File: src/common/occ_pkg.sv
// Package for the output compare and PWM channel: map, fields, mode codes.
package occ_pkg;

  // ****************************************************************
  // Register map
  // ****************************************************************
  localparam logic [15:0] OFS_SECONDARY = 16'h0180;
  localparam logic [15:0] OFS_PRIMARY = 16'h0182;
  localparam logic [15:0] OFS_CONTROL = 16'h0184;
  localparam logic [15:0] OFS_STATUS = 16'h0190;

  // ****************************************************************
  // Field positions and reset values
  // ****************************************************************
  localparam int CTL_IDLE_STOP_POS = 13;
  localparam int CTL_FAULT_POS = 4;
  localparam int CTL_TSEL_POS = 3;
  localparam int STS_IRQ_POS = 0;
  localparam int STS_PIN_POS = 1;
  localparam logic [15:0] RST_COMPARE = 16'h0000;
  localparam logic [15:0] ZERO_WORD = 16'h0000;

  // ****************************************************************
  // Compare mode codes
  // ****************************************************************
  localparam logic [2:0] MODE_OFF = 3'h0;
  localparam logic [2:0] MODE_LOW = 3'h1;
  localparam logic [2:0] MODE_HIGH = 3'h2;
  localparam logic [2:0] MODE_TOGGLE = 3'h3;
  localparam logic [2:0] MODE_SINGLE = 3'h4;
  localparam logic [2:0] MODE_CONT = 3'h5;
  localparam logic [2:0] MODE_PWM = 3'h6;
  localparam logic [2:0] MODE_PWM_FAULT = 3'h7;

  // ****************************************************************
  // Time base view from one timer
  // ****************************************************************
  typedef struct packed {
    logic [15:0] count;
    logic [15:0] period;
    logic step;
    logic run;
    logic idle_stop;
  } occ_timer_t;

endpackage

File: src/core/occ_channel.sv
// Output compare channel with simple match, dual pulse and buffered PWM.
`timescale 1ns/1ps
`default_nettype none

// Functional notes
// RULE1 - Time base is timer A or B, chosen by control bit 3, A by default.
// RULE2 - Mode codes 001, 010 and 011 are simple match modes.
// RULE3 - Simple modes match primary value to selected count, then act.
// RULE4 - A timer wrap without reaching the primary value leaves the pin alone.
// RULE5 - Codes 100 and 101 are single and continuous dual compare pulse modes.
// RULE6 - After a single pulse, only rewriting mode 100 gives another pulse.
// RULE7 - Software loads values with timer stopped, writes mode 100, then runs.
// RULE8 - Software loads values, writes mode 101, then starts the timer.
// RULE9 - Codes 110, 111 are PWM; secondary buffers duty, primary read-only.
// RULE10 - Software writes period, duty, PWM mode, then starts the timer.
// RULE11 - In mode 111 a low fault input releases the pin, sets fault flag.
// RULE12 - Fault state holds until input is high and mode is rewritten to PWM.
// RULE13 - PWM period is period value plus one, times four, times prescale.
// RULE14 - On wrap after period the pin is set and secondary copies to primary.
// RULE15 - In PWM a zero duty keeps the pin low at each period start.
// RULE16 - In PWM a duty above the period keeps the pin high continuously.
// RULE17 - Outside PWM a compare event sets the sticky compare interrupt flag.
// RULE18 - In PWM the compare interrupt flag is never set.
// RULE19 - In sleep the pin holds its level, operation resumes on wake-up.
// RULE20 - Idle runs only with both idle stop bits clear and timer on.
// RULE21 - Code 001 drives low, 010 drives high, 011 inverts the pin on match.
// RULE22 - Pulse modes: high on primary match, low on secondary; 101 repeats.
module occ_channel (
  input wire logic clk_sys,
  input wire logic reset,
  input wire logic [15:0] reg_addr,
  input wire logic [15:0] reg_wdata,
  input wire logic reg_wr,
  input wire logic reg_rd,
  output logic [15:0] reg_rdata,
  input wire occ_pkg::occ_timer_t timer_a,
  input wire occ_pkg::occ_timer_t timer_b,
  input wire logic cpu_sleep,
  input wire logic cpu_idle,
  input wire logic fault_input_pin_n,
  output logic compare_output_pin,
  output logic compare_output_pin_oe_n,
  output logic compare_irq_flag
);

  // ****************************************************************
  // Decode helpers
  // ****************************************************************
  function automatic logic is_pwm(input logic [2:0] m);
    is_pwm = (m == occ_pkg::MODE_PWM) || (m == occ_pkg::MODE_PWM_FAULT);
  endfunction

  function automatic logic is_simple(input logic [2:0] m);
    is_simple = (m == occ_pkg::MODE_LOW) || (m == occ_pkg::MODE_HIGH) ||
                (m == occ_pkg::MODE_TOGGLE);
  endfunction

  // ****************************************************************
  // State
  // ****************************************************************
  localparam logic [15:0] ZERO16 = occ_pkg::ZERO_WORD;

  logic [15:0] primary_compare_value;
  logic [15:0] secondary_compare_value;
  logic [2:0] compare_mode_field;
  logic time_base_select;
  logic idle_stop_bit;
  logic fault_flag;
  logic pulse_done;
  logic fault_meta;
  logic fault_sync_n;
  occ_pkg::occ_timer_t tmr;
  logic run;
  logic wr_ctrl;
  logic match_primary;
  logic match_secondary;
  logic wrap;
  logic fault_now;

  // ****************************************************************
  // Time base selection and run gating
  // ****************************************************************
  always_comb begin
    tmr = time_base_select ? timer_b : timer_a; // [RULE1]
  end

  // Sleep freezes the pin, its enable and all compare events; idle keeps it running only
  // when both idle stop bits are clear and the timer is on.
  assign run = !cpu_sleep && // [RULE19]
               !(cpu_idle && (idle_stop_bit || !tmr.run ||
                 tmr.idle_stop)); // [RULE20]

  assign wr_ctrl = reg_wr && (reg_addr == occ_pkg::OFS_CONTROL);
  assign match_primary = run && tmr.step &&
                         (tmr.count == primary_compare_value); // [RULE3]
  assign match_secondary = run && tmr.step &&
                           (tmr.count == secondary_compare_value);
  // The timer clears itself one step after it equals its period, so a
  // fresh zero count on a step marks the start of a new period.
  assign wrap = run && tmr.step && (tmr.count == ZERO16); // [RULE13] [RULE14]
  assign fault_now = (compare_mode_field == occ_pkg::MODE_PWM_FAULT) &&
                     !fault_sync_n;

  // ****************************************************************
  // Fault input synchroniser
  // ****************************************************************
  always_ff @(posedge clk_sys) begin
    if (reset) begin
      fault_meta <= 1'b1;
      fault_sync_n <= 1'b1;
    end else begin
      fault_meta <= fault_input_pin_n;
      fault_sync_n <= fault_meta;
    end
  end

  // ****************************************************************
  // Control register
  // ****************************************************************
  always_ff @(posedge clk_sys) begin
    if (reset) begin
      compare_mode_field <= occ_pkg::MODE_OFF;
      time_base_select <= 1'b0;
      idle_stop_bit <= 1'b0;
    end else if (wr_ctrl) begin
      compare_mode_field <= reg_wdata[2:0]; // [RULE2] [RULE5] [RULE9]
      time_base_select <= reg_wdata[occ_pkg::CTL_TSEL_POS];
      idle_stop_bit <= reg_wdata[occ_pkg::CTL_IDLE_STOP_POS];
    end
  end

  // A fault seen in the same cycle as the re-enabling write wins.
  always_ff @(posedge clk_sys) begin
    if (reset) begin
      fault_flag <= 1'b0;
    end else if (run && fault_now) begin
      fault_flag <= 1'b1; // [RULE11]
    end else if (wr_ctrl && is_pwm(reg_wdata[2:0]) && fault_sync_n) begin
      fault_flag <= 1'b0; // [RULE12]
    end
  end

  // ****************************************************************
  // Compare values
  // ****************************************************************
  always_ff @(posedge clk_sys) begin
    if (reset) begin
      secondary_compare_value <= occ_pkg::RST_COMPARE;
    end else if (reg_wr && reg_addr == occ_pkg::OFS_SECONDARY) begin
      secondary_compare_value <= reg_wdata;
    end
  end

  // In PWM the primary value is the active duty latch; software writes
  // are dropped so that a duty change can only land at a period boundary.
  always_ff @(posedge clk_sys) begin
    if (reset) begin
      primary_compare_value <= occ_pkg::RST_COMPARE;
    end else if (is_pwm(compare_mode_field)) begin
      if (wrap) begin
        primary_compare_value <= secondary_compare_value; // [RULE9] [RULE14]
      end
    end else if (reg_wr && reg_addr == occ_pkg::OFS_PRIMARY) begin
      primary_compare_value <= reg_wdata;
    end
  end

  // ****************************************************************
  // Single pulse bookkeeping
  // ****************************************************************
  always_ff @(posedge clk_sys) begin
    if (reset) begin
      pulse_done <= 1'b0;
    end else if (wr_ctrl) begin
      pulse_done <= 1'b0; // [RULE6]
    end else if (compare_mode_field == occ_pkg::MODE_SINGLE &&
                 match_secondary && compare_output_pin) begin
      pulse_done <= 1'b1; // [RULE6]
    end
  end

  // ****************************************************************
  // Output pin
  // ****************************************************************
  always_ff @(posedge clk_sys) begin
    if (reset) begin
      compare_output_pin <= 1'b0;
    end else if (run) begin
      unique case (compare_mode_field)
        occ_pkg::MODE_OFF: begin
          compare_output_pin <= 1'b0;
        end
        occ_pkg::MODE_LOW: begin
          if (match_primary) begin
            compare_output_pin <= 1'b0; // [RULE21]
          end
        end
        occ_pkg::MODE_HIGH: begin
          if (match_primary) begin
            compare_output_pin <= 1'b1; // [RULE21]
          end
        end
        occ_pkg::MODE_TOGGLE: begin
          // A wrap short of the primary value is no match. [RULE4]
          if (match_primary) begin
            compare_output_pin <= !compare_output_pin; // [RULE21]
          end
        end
        occ_pkg::MODE_SINGLE, occ_pkg::MODE_CONT: begin
          if (compare_mode_field == occ_pkg::MODE_SINGLE && pulse_done) begin
            compare_output_pin <= 1'b0; // [RULE6]
          end else if (match_primary) begin
            compare_output_pin <= 1'b1; // [RULE22]
          end else if (match_secondary) begin
            compare_output_pin <= 1'b0; // [RULE22]
          end
        end
        occ_pkg::MODE_PWM, occ_pkg::MODE_PWM_FAULT: begin
          // A duty above the period never matches, so the pin stays high.
          if (wrap) begin
            compare_output_pin <= |secondary_compare_value; // [RULE15]
          end else if (match_primary) begin
            compare_output_pin <= 1'b0; // [RULE16]
          end
        end
      endcase
    end
  end

  // Pin released in mode 000 and, in mode 111, while a fault stands.
  always_ff @(posedge clk_sys) begin
    if (reset) begin
      compare_output_pin_oe_n <= 1'b1;
    end else if (run) begin
      compare_output_pin_oe_n <= (compare_mode_field == occ_pkg::MODE_OFF) ||
        (compare_mode_field == occ_pkg::MODE_PWM_FAULT &&
         (fault_flag || !fault_sync_n)); // [RULE11] [RULE12]
    end
  end

  // ****************************************************************
  // Compare interrupt flag
  // ****************************************************************
  always_ff @(posedge clk_sys) begin
    if (reset) begin
      compare_irq_flag <= 1'b0;
    end else if ((is_simple(compare_mode_field) && match_primary) ||
                 (compare_mode_field == occ_pkg::MODE_CONT &&
                  (match_primary || match_secondary)) ||
                 (compare_mode_field == occ_pkg::MODE_SINGLE &&
                  !pulse_done && (match_primary || match_secondary))) begin
      compare_irq_flag <= 1'b1; // [RULE17] [RULE18]
    end else if (reg_wr && reg_addr == occ_pkg::OFS_STATUS &&
                 reg_wdata[occ_pkg::STS_IRQ_POS]) begin
      compare_irq_flag <= 1'b0;
    end
  end

  // ****************************************************************
  // Read port
  // ****************************************************************
  always_ff @(posedge clk_sys) begin
    if (reset) begin
      reg_rdata <= ZERO16;
    end else if (reg_rd) begin
      unique case (reg_addr)
        occ_pkg::OFS_SECONDARY: reg_rdata <= secondary_compare_value;
        occ_pkg::OFS_PRIMARY: reg_rdata <= primary_compare_value;
        occ_pkg::OFS_CONTROL: begin
          reg_rdata <= {2'h0, idle_stop_bit, 8'h00, fault_flag,
                        time_base_select, compare_mode_field};
        end
        occ_pkg::OFS_STATUS: begin
          reg_rdata <= {14'h0000, compare_output_pin, compare_irq_flag};
        end
        default: reg_rdata <= ZERO16;
      endcase
    end else begin
      reg_rdata <= ZERO16;
    end
  end
endmodule

`default_nettype wire

File: config.mk
export PLATFORM = sky130hd
export DESIGN_NAME = occ_channel
export DESIGN_NICKNAME = d
export VERILOG_FILES = /design/src/common/occ_pkg.sv /design/src/core/occ_channel.sv
export SDC_FILE = /design/constraint.sdc
export NUM_CORES = 1
export LEC_CHECK = 0
export BUFFER_PORTS_ARGS = -buffer_cell sky130_fd_sc_hd__buf_2
export CAP_MARGIN = 10
export CORE_ASPECT_RATIO = 1.25
export CORE_UTILIZATION = 50
export CTS_CLUSTER_SIZE = 14
export DETAILED_ROUTE_END_ITERATION = 10
export PLACE_DENSITY = 0.82
export SYNTH_ARGS = -nofsm -noshare
export SYNTH_HDL_FRONTEND = slang
export SYNTH_SLANG_ARGS = --single-unit
File: constraint.sdc
create_clock -name clk_sys -period 6.6 [get_ports clk_sys]
set_clock_uncertainty 0.05 [all_clocks]
set_input_delay 0.33 -clock clk_sys [delete_from_list [all_inputs] [get_ports clk_sys]]
set_output_delay 0.33 -clock clk_sys [all_outputs]
set_load 0.005 [all_outputs]
==> flow_metrics.py, run 1 <==
metrics = {
    "critical_path": {
        "rrSetupSlack_ns": 3.10,
        "path_class": "flip-flop to flip-flop",
        "path_max_fanout": 23,
        "critical_path_required_ns": 6.79,
        "timing.rr.start": "time_base_select",
        "start_kind": "flip-flop",
        "end_kind": "flip-flop",
        "r2r-end": "compare_output_pin",
        "reg2reg_depth": 7,
        "arrival_ns": 3.68,
    },
    "place": {
        "portBuffers": 95,
        "gp_congestion": 0.9276,
        "place_hpwl_um": 6433,
        "pre_cts_slack_ns": 2.905,
        "dp.cells": 547,
        "dpl_cell_area_mm2": 0.003691,
    },
    "status": {
        "status": "complete, no violations",
    },
    "timing": {
        "fin_setup_tns_ns": 0,
        "rsz0062_at_grt": "false",
        "hold_violations": 0,
        "relSlewSlack": 0.2124,
        "drv_slew": 0,
        "worstMarginPinSlew_ns": 1.180,
        "period_needed_ns": 3.499,
        "period_share": 0.5301,
        "setup_violations": 0,
        "finalWorstSetupSlack_ns": 3.101,
        "fmax_ghz": 0.2858,
        "hold_slack_ns": 0.1257,
    },
    "finish": {
        "area_growth_pct": 23.32,
        "multi_input_area_mm2": 0.001871,
        "final_area_mm2": 0.003924,
        "fin_nets": 583,
        "fill_cells": 586,
        "diodes": 0,
        "regArea_mm2": 0.001201,
        "drive_above_1_share": 0.2693,
        "fin_cells": 564,
    },
    "die": {
        "die_area_mm2": 0.006689,
        "ios": 128,
        "fp-row-count": 32,
        "die_x_um": 73.35,
        "initial_utilization": 0.5160,
        "fp.dieH_um": 91.19,
        "coreArea_mm2": 0.006166,
    },
    "grt": {
        "first_global_vias": 3062,
        "track_usage": 0.2803,
        "antenna_found_initial": 0,
        "met2_usage": 0.4444,
        "grtUsageMet3": 0.04661,
        "grt_pass1_wl_um": 14530,
        "grt_overflow": 0,
        "use_met1": 0.3777,
        "grt_max_degree": 46,
        "busiest_layer": "met2",
    },
    "hold_path": {
        "min_from": "fault_input_pin_n",
        "hp-class": "primary input to flip-flop",
        "min_to": "fault_meta",
        "holdPathStages": 2,
    },
    "drt": {
        "routed_via_density": 5.941,
        "wl_um": 9121,
        "detail-route-antenna-nets": 0,
        "wl_per_cell_um": 16.17,
        "num_vias": 3351,
        "drt-initial-drc-count": 397,
        "drc_errors": 0,
        "firstDrtPassIters": 6,
    },
    "clock_tree": {
        "cts_made_buffers": 9,
        "ctsResizeCount": 0,
        "path_clk_slew_ns": 0.07,
        "clk_path_buf_depth": 2,
        "cts_setup_buffers": 0,
        "clkLatencyLatePin_ns": 0.33,
        "cts_root_buf": "clkbuf_8",
        "cts_hold_buf": 0,
        "cts_sinks": 60,
        "tritoncts": "done",
        "h-tree-depth": 3,
    },
    "logic_synthesis": {
        "synth_seq_cells": 60,
        "synth_ff_type": "dfxtp_1",
        "yosysSeqAreaShare": 0.3775,
        "netlist_top_cells_count": "nand2_1 (64), dfxtp_1 (60), nor2_1 (40)",
        "async_reset_ff_frac": 0,
        "synth_top_area_share": 0.3775,
        "ys_top_cells_by_area": "dfxtp_1 (38%), nand2_1 (7.6%), xnor2_1 (7.2%)",
        "syn_nets": 500,
        "synth_area_mm2": 0.003182,
        "synth_area_per_cell_um2": 8.138,
        "synth.most_common_cell": "nand2_1",
        "synthesis.instances": 391,
        "yosys_warnings": 0,
        "synth-edff-count": 0,
        "yosysTopAreaCell": "dfxtp_1",
        "yosysUniqueCellTypes": 46,
    },
    "power": {
        "leakage_nw": 1.390,
        "ir_drop_uv": 123.9,
        "power_density_mw_per_mm2": 201.8,
    },
    "job": {
        "max-cap-violations": 0,
    },
}
[metal layers]
layer | wire length [um] | vias up | part of all wire
met1 | 3728 | 1561 | 0.41
met4 | 249 | 0 | 0.027
met3 | 802 | 22 | 0.088
met2 | 4341 | 180 | 0.48
met5 | 0 | - | 0
li1 | - | 1588 | -
[state kept, by name, summed over array words and instances (netlist names), 3 cells and up]
signal,count
reg_rdata,16
compare_mode_field,3
primary_compare_value,16
secondary_compare_value,16
[cells by family after synthesis]
family | synth area share
xor+xnor | 0.08809
flops | 0.3775
compound gates | 0.1773
simple gates | 0.2615
buf+inv | 0.03814
mux | 0.05741
[placed cells by master, fill, tap and decap left out, drive strengths merged, types with 2 or more instances in the layout]
master | netlist | routed
mux2i | 16 | 16
nor2 | 40 | 40
a211o | 2 | 2
and2 | 2 | 2
nand4 | 4 | 4
or4 | 2 | 2
clkbuf | 26 | 12
a222oi | 6 | 6
nand3 | 27 | 27
nor4 | 14 | 14
a311oi | 18 | 18
o41ai | 2 | 2
nand4b | 2 | 2
a22oi | 10 | 10
inv | 2 | 2
xnor2 | 26 | 26
mux2 | 2 | 2
a31oi | 2 | 2
xor2 | 6 | 6
nand2b | 2 | 2
buf | 2 | 100
nor2b | 2 | 2
a21oi | 26 | 26
nor3 | 6 | 6
dfxtp | 60 | 60
nand2 | 64 | 64
bufinv | 0 | 2
o21ai | 6 | 6
or2 | 3 | 3
[report_power, final]
group	leakage, nW	total [mW]	internal [mW]	switching (mW)
clock	0.107	0.363	0.223	0.141
sequential	0.484	0.364	0.363	0.00114
combinational	0.799	0.0641	0.0310	0.0331
[critical path, stage by stage, from the launching register on]
cell,delay [ns]
dfxtp_1,1.10
or4bb_1,0.53
a311oi_4,0.43
nand3_2,0.10
or4_4,0.52
o41ai_2,0.32
nor3_1,0.09
a311oi_2,0.25
[per-stage QoR]
stage               utilization  power [mW]
finish                   0.6364      0.7917
floorplan                     -      0.4033
detailed placement       0.5986      0.4360
CTS                      0.6339      0.7948
global route             0.6364      0.8180
global placement         0.5986      0.4345
[worst max-delay path by stage]
stage / start / depth (start not counted) / slack (ns) / endpoint
3_3_place_gp: time_base_select / 6 / 3.02 / primary_compare_value[15]
4_1_cts: time_base_select / 6 / 2.83 / primary_compare_value[12]
6_report: time_base_select / 7 / 3.10 / compare_output_pin
3_5_place_dp: time_base_select / 6 / 2.91 / primary_compare_value[14]
5_1_grt: time_base_select / 7 / 2.93 / compare_output_pin
2_1_floorplan: time_base_select / 10 / 3.88 / compare_output_pin
[layout make-up]
type / instances / share of cell area
multi-input cells: 301 / 0.4767
flip-flops and latches: 60 / 0.3061
repair buffers: 100 / 0.1327
clock buffers: 12 / 0.03699
well taps: 85 / 0.02710
clock inverters: 4 / 0.01849
inverters: 2 / 0.001913
Note: power is estimated with default switching activity, not from simulation.
==> run 2, diff against run 1 <==
- CORE_UTILIZATION: 50 -> 49
- PLACE_DENSITY: 0.82 -> 0.81
- clock period: 6.6 -> 3.5 ns (I/O delays scaled with it)
==> flow_metrics.py, run 2 (synthesis results as in run 1) <==
metrics = {
    "timing": {
        "setup_violations": 0,
        "period_share": 0.8372,
        "drv_slew": 0,
        "hold_violations": 0,
        "fmax_ghz": 0.3413,
        "worstMarginPinSlew_ns": 0.8040,
        "period_needed_ns": 2.930,
        "relSlewSlack": 0.4640,
        "rsz0062_at_grt": "false",
        "fin_setup_tns_ns": 0,
    },
    "grt": {
        "track_usage": 0.2830,
        "grt_max_degree": 46,
        "grt_overflow": 0,
        "antenna_found_initial": 0,
        "first_global_vias": 3058,
        "grt_pass1_wl_um": 14620,
    },
    "clock_tree": {
        "clkLatencyLatePin_ns": 0.35,
        "cts_made_buffers": 9,
        "tritoncts": "done",
        "cts_root_buf": "clkbuf_8",
        "cts_sinks": 60,
        "clk_path_buf_depth": 2,
        "ctsResizeCount": 0,
        "cts_setup_buffers": 0,
        "cts_hold_buf": 1,
        "path_clk_slew_ns": 0.07,
        "h-tree-depth": 3,
    },
    "hold_path": {
        "hp-class": "primary input to flip-flop",
    },
    "drt": {
        "drt-initial-drc-count": 324,
        "num_vias": 3295,
        "wl_per_cell_um": 16.54,
        "detail-route-antenna-nets": 0,
        "wl_um": 9360,
        "routed_via_density": 5.822,
        "firstDrtPassIters": 5,
        "drc_errors": 0,
    },
    "die": {
        "coreArea_mm2": 0.006206,
        "die_x_um": 74.08,
        "ios": 128,
        "fp-row-count": 32,
        "initial_utilization": 0.5127,
        "die_area_mm2": 0.006822,
        "fp.dieH_um": 92.10,
    },
    "place": {
        "place_hpwl_um": 6618,
        "gp_congestion": 0.9162,
        "portBuffers": 95,
        "dpl_cell_area_mm2": 0.003706,
    },
    "finish": {
        "reg.largest.list": "primary_compare_value: 16 flops, reg_rdata: 16 flops, secondary_compare_value: 16 flops",
        "fin_nets": 585,
        "diodes": 0,
        "mostFrequentLayoutCells": "buf_2 (95), nand2_1 (64), dfxtp_1 (60)",
        "fin_util": 0.6375,
        "drive_above_1_share": 0.2723,
        "final_area_mm2": 0.003956,
        "area_growth_pct": 24.34,
        "layout_commonest_cell": "buf_2",
    },
    "critical_path": {
        "arrival_ns": 3.14,
        "critical_path_required_ns": 3.71,
        "path_class": "flip-flop to flip-flop",
        "end_kind": "flip-flop",
        "start_kind": "flip-flop",
        "path_max_fanout": 19,
    },
    "power": {
        "leakage_nw": 1.411,
        "ir_drop_uv": 238.5,
        "finalPower_mw": 1.574,
        "power_density_mw_per_mm2": 397.7,
    },
    "job": {
        "max-cap-violations": 0,
    },
    "status": {
        "status": "complete, no violations",
    },
}
run 2: layout make-up:
type                       instances  area [um2]
fill                             535        2250
multi-input combinational        301        1871
sequential                        60        1201
timing repair buffer             102       530.5
clock buffer                      10       127.6
clock inverter                     6       112.6
tap                               85       106.4
inverter                           2       7.507
run 2: worst paths after layout:
kind | start | end | slack (ns) | cells past startpoint
setup / recovery | time_base_select | compare_output_pin | 0.57 | 8
hold / removal | reg_wdata[10] | secondary_compare_value[10] | 0.03 | 3
setup reg to reg | time_base_select | compare_output_pin | 0.57 | 8
hold reg to reg | fault_meta | fault_sync_n | 0.36 | 1
run 2: layer usage:
metal  GRT usage  up-vias  share of wire
li1            -     1587              -
met1      0.3702     1538           0.43
met3     0.07802        9          0.073
met2      0.4394      161           0.48
met5           0        -              0
met4     0.09936        0          0.011
run 2: per-stage QoR:
stage                     std cells  hold WS (ns)  setup slack [ns]
after global routing            566       0.02196            0.4478
final                           566       0.03222            0.5696
after CTS                       566       0.02450            0.6518
after floorplan                 391        0.2288            0.7802
after global placement          549        0.3082            0.7756
after detailed placement        549        0.3140            0.6919
run 2: power by group:
group	internal, mW	switching, mW
sequential	0.685	0.00223
combinational	0.0591	0.0630
clock	0.474	0.290
run 2: worst max-delay path: stages (launching register included):
cell	delay (ns)
dfxtp_1	0.42
buf_4	0.34
mux2i_1	0.48
xnor2_1	0.16
nor4_1	0.48
nand4_1	0.15
nor2_1	0.14
mux2_2	0.35
a311oi_2	0.25
==> run 3, diff against run 2 <==
- clock period: 3.5 -> 3 ns (I/O delays scaled with it)
==> flow_metrics.py, run 3 (synthesis results as in run 1) <==
metrics = {
    "grt": {
        "track_usage": 0.2782,
        "grt_max_degree": 46,
        "grt_pass1_wl_um": 14370,
        "first_global_vias": 2933,
        "antenna_found_initial": 0,
        "grt_overflow": 0,
    },
    "die": {
        "fp-row-count": 32,
        "fp.dieH_um": 92.10,
        "ios": 128,
        "die_area_mm2": 0.006822,
        "coreArea_mm2": 0.006206,
        "initial_utilization": 0.5127,
        "die_x_um": 74.08,
    },
    "critical_path": {
        "arrival_ns": 2.92,
        "rrSetupSlack_ns": 0.30,
        "path_class": "flip-flop to flip-flop",
        "end_kind": "flip-flop",
        "critPathLaunch": "time_base_select",
        "path_max_fanout": 5,
        "reg2reg_depth": 7,
        "start_kind": "flip-flop",
        "crit_end": "compare_output_pin",
        "timing.rr.start": "time_base_select",
        "critical_path_required_ns": 3.21,
        "r2r-end": "compare_output_pin",
    },
    "place": {
        "portBuffers": 95,
        "dp.cells": 551,
        "gp_congestion": 0.9429,
        "dpl_cell_area_mm2": 0.003734,
        "place_hpwl_um": 6710,
    },
    "finish": {
        "area_growth_pct": 24.30,
        "fin_nets": 588,
        "drive_above_1_share": 0.2769,
        "mostFrequentLayoutCells": "buf_2 (95), nand2_1 (64), dfxtp_1 (60)",
        "fin_cells": 569,
        "layout_commonest_cell": "buf_2",
        "reg.largest.list": "primary_compare_value: 16 flops, reg_rdata: 16 flops, secondary_compare_value: 16 flops",
        "final_area_mm2": 0.003955,
        "diodes": 0,
    },
    "drt": {
        "detail-route-antenna-nets": 0,
        "firstDrtPassIters": 5,
        "routed_via_density": 5.819,
        "wl_per_cell_um": 16.21,
        "num_vias": 3311,
        "drc_errors": 0,
        "drt-initial-drc-count": 355,
        "wl_um": 9222,
    },
    "clock_tree": {
        "cts_root_buf": "clkbuf_8",
        "cts_setup_buffers": 0,
        "tritoncts": "done",
        "clk_path_buf_depth": 2,
        "h-tree-depth": 3,
        "cts_hold_buf": 2,
        "cts_sinks": 60,
        "path_clk_slew_ns": 0.07,
        "ctsResizeCount": 0,
        "clkLatencyLatePin_ns": 0.34,
        "cts_made_buffers": 9,
    },
    "power": {
        "power_density_mw_per_mm2": 425.6,
        "leakage_nw": 1.406,
        "ir_drop_uv": 260.5,
    },
    "timing": {
        "drv_slew": 0,
        "fin_setup_tns_ns": 0,
        "rsz0062_at_grt": "false",
        "period_share": 0.9014,
        "period_needed_ns": 2.704,
        "hold_violations": 0,
        "relSlewSlack": 0.4753,
        "setup_violations": 0,
        "worstMarginPinSlew_ns": 0.7810,
        "fmax_ghz": 0.3698,
    },
    "status": {
        "status": "complete, no violations",
    },
    "job": {
        "max-cap-violations": 0,
    },
    "hold_path": {
        "hp-class": "primary input to flip-flop",
    },
}
## run 3: stage by stage
stage          power (mW)  setup slack [ns]  hold WS, ns    util
2_1_floorplan      0.8874            0.2802       0.2038       -
3_3_place_gp       0.9584            0.3773       0.2844  0.6016
3_5_place_dp       0.9611            0.3132       0.2900  0.6016
4_1_cts             1.690            0.3089     0.002158  0.6373
5_1_grt             1.738            0.1796      0.01186  0.6373
6_report            1.683            0.2959      0.01125  0.6373
## run 3: final cells by class
| class | instances | area (um2) |
|---|---|---|
| timing repair buffer | 105 | 568.0 |
| clock buffer | 10 | 137.6 |
| sequential | 60 | 1201 |
| clock inverter | 6 | 63.81 |
| multi-input combinational | 301 | 1871 |
| fill | 559 | 2251 |
| tap | 85 | 106.4 |
| inverter | 2 | 7.507 |
## run 3: worst min-delay path by stage
stage | to | from | cells past startpoint
after global placement | fault_meta | fault_input_pin_n | 2
final | secondary_compare_value[9] | reg_wdata[9] | 3
after CTS | secondary_compare_value[5] | reg_wdata[5] | 3
after global routing | secondary_compare_value[11] | reg_wdata[11] | 3
after floorplan | fault_meta | fault_input_pin_n | 1
after detailed placement | fault_meta | fault_input_pin_n | 2
## run 3: worst max-delay path, stage by stage (launching register included)
cell and delay (ns):
dfxtp_1 0.37, or4b_4 0.56, a311oi_4 0.38, nand3_2 0.09, or4_4 0.52, o41ai_2 0.32
nor3_1 0.10, a311oi_2 0.23
## run 3: power breakdown
group | internal (mW) | switching [mW] | leakage (nW)
combinational | 0.0714 | 0.0734 | 0.824
sequential | 0.799 | 0.00245 | 0.484
clock | 0.404 | 0.333 | 0.0983
total | 1.27 | 0.409 | 1.41
## run 3: routing by layer
metal	vias up	wire length, um	track usage
li1	1594	-	-
met1	1509	3894	0.3826
met2	182	4243	0.4273
met3	26	860	0.05495
met4	0	223	0.09615
met5	-	0	0
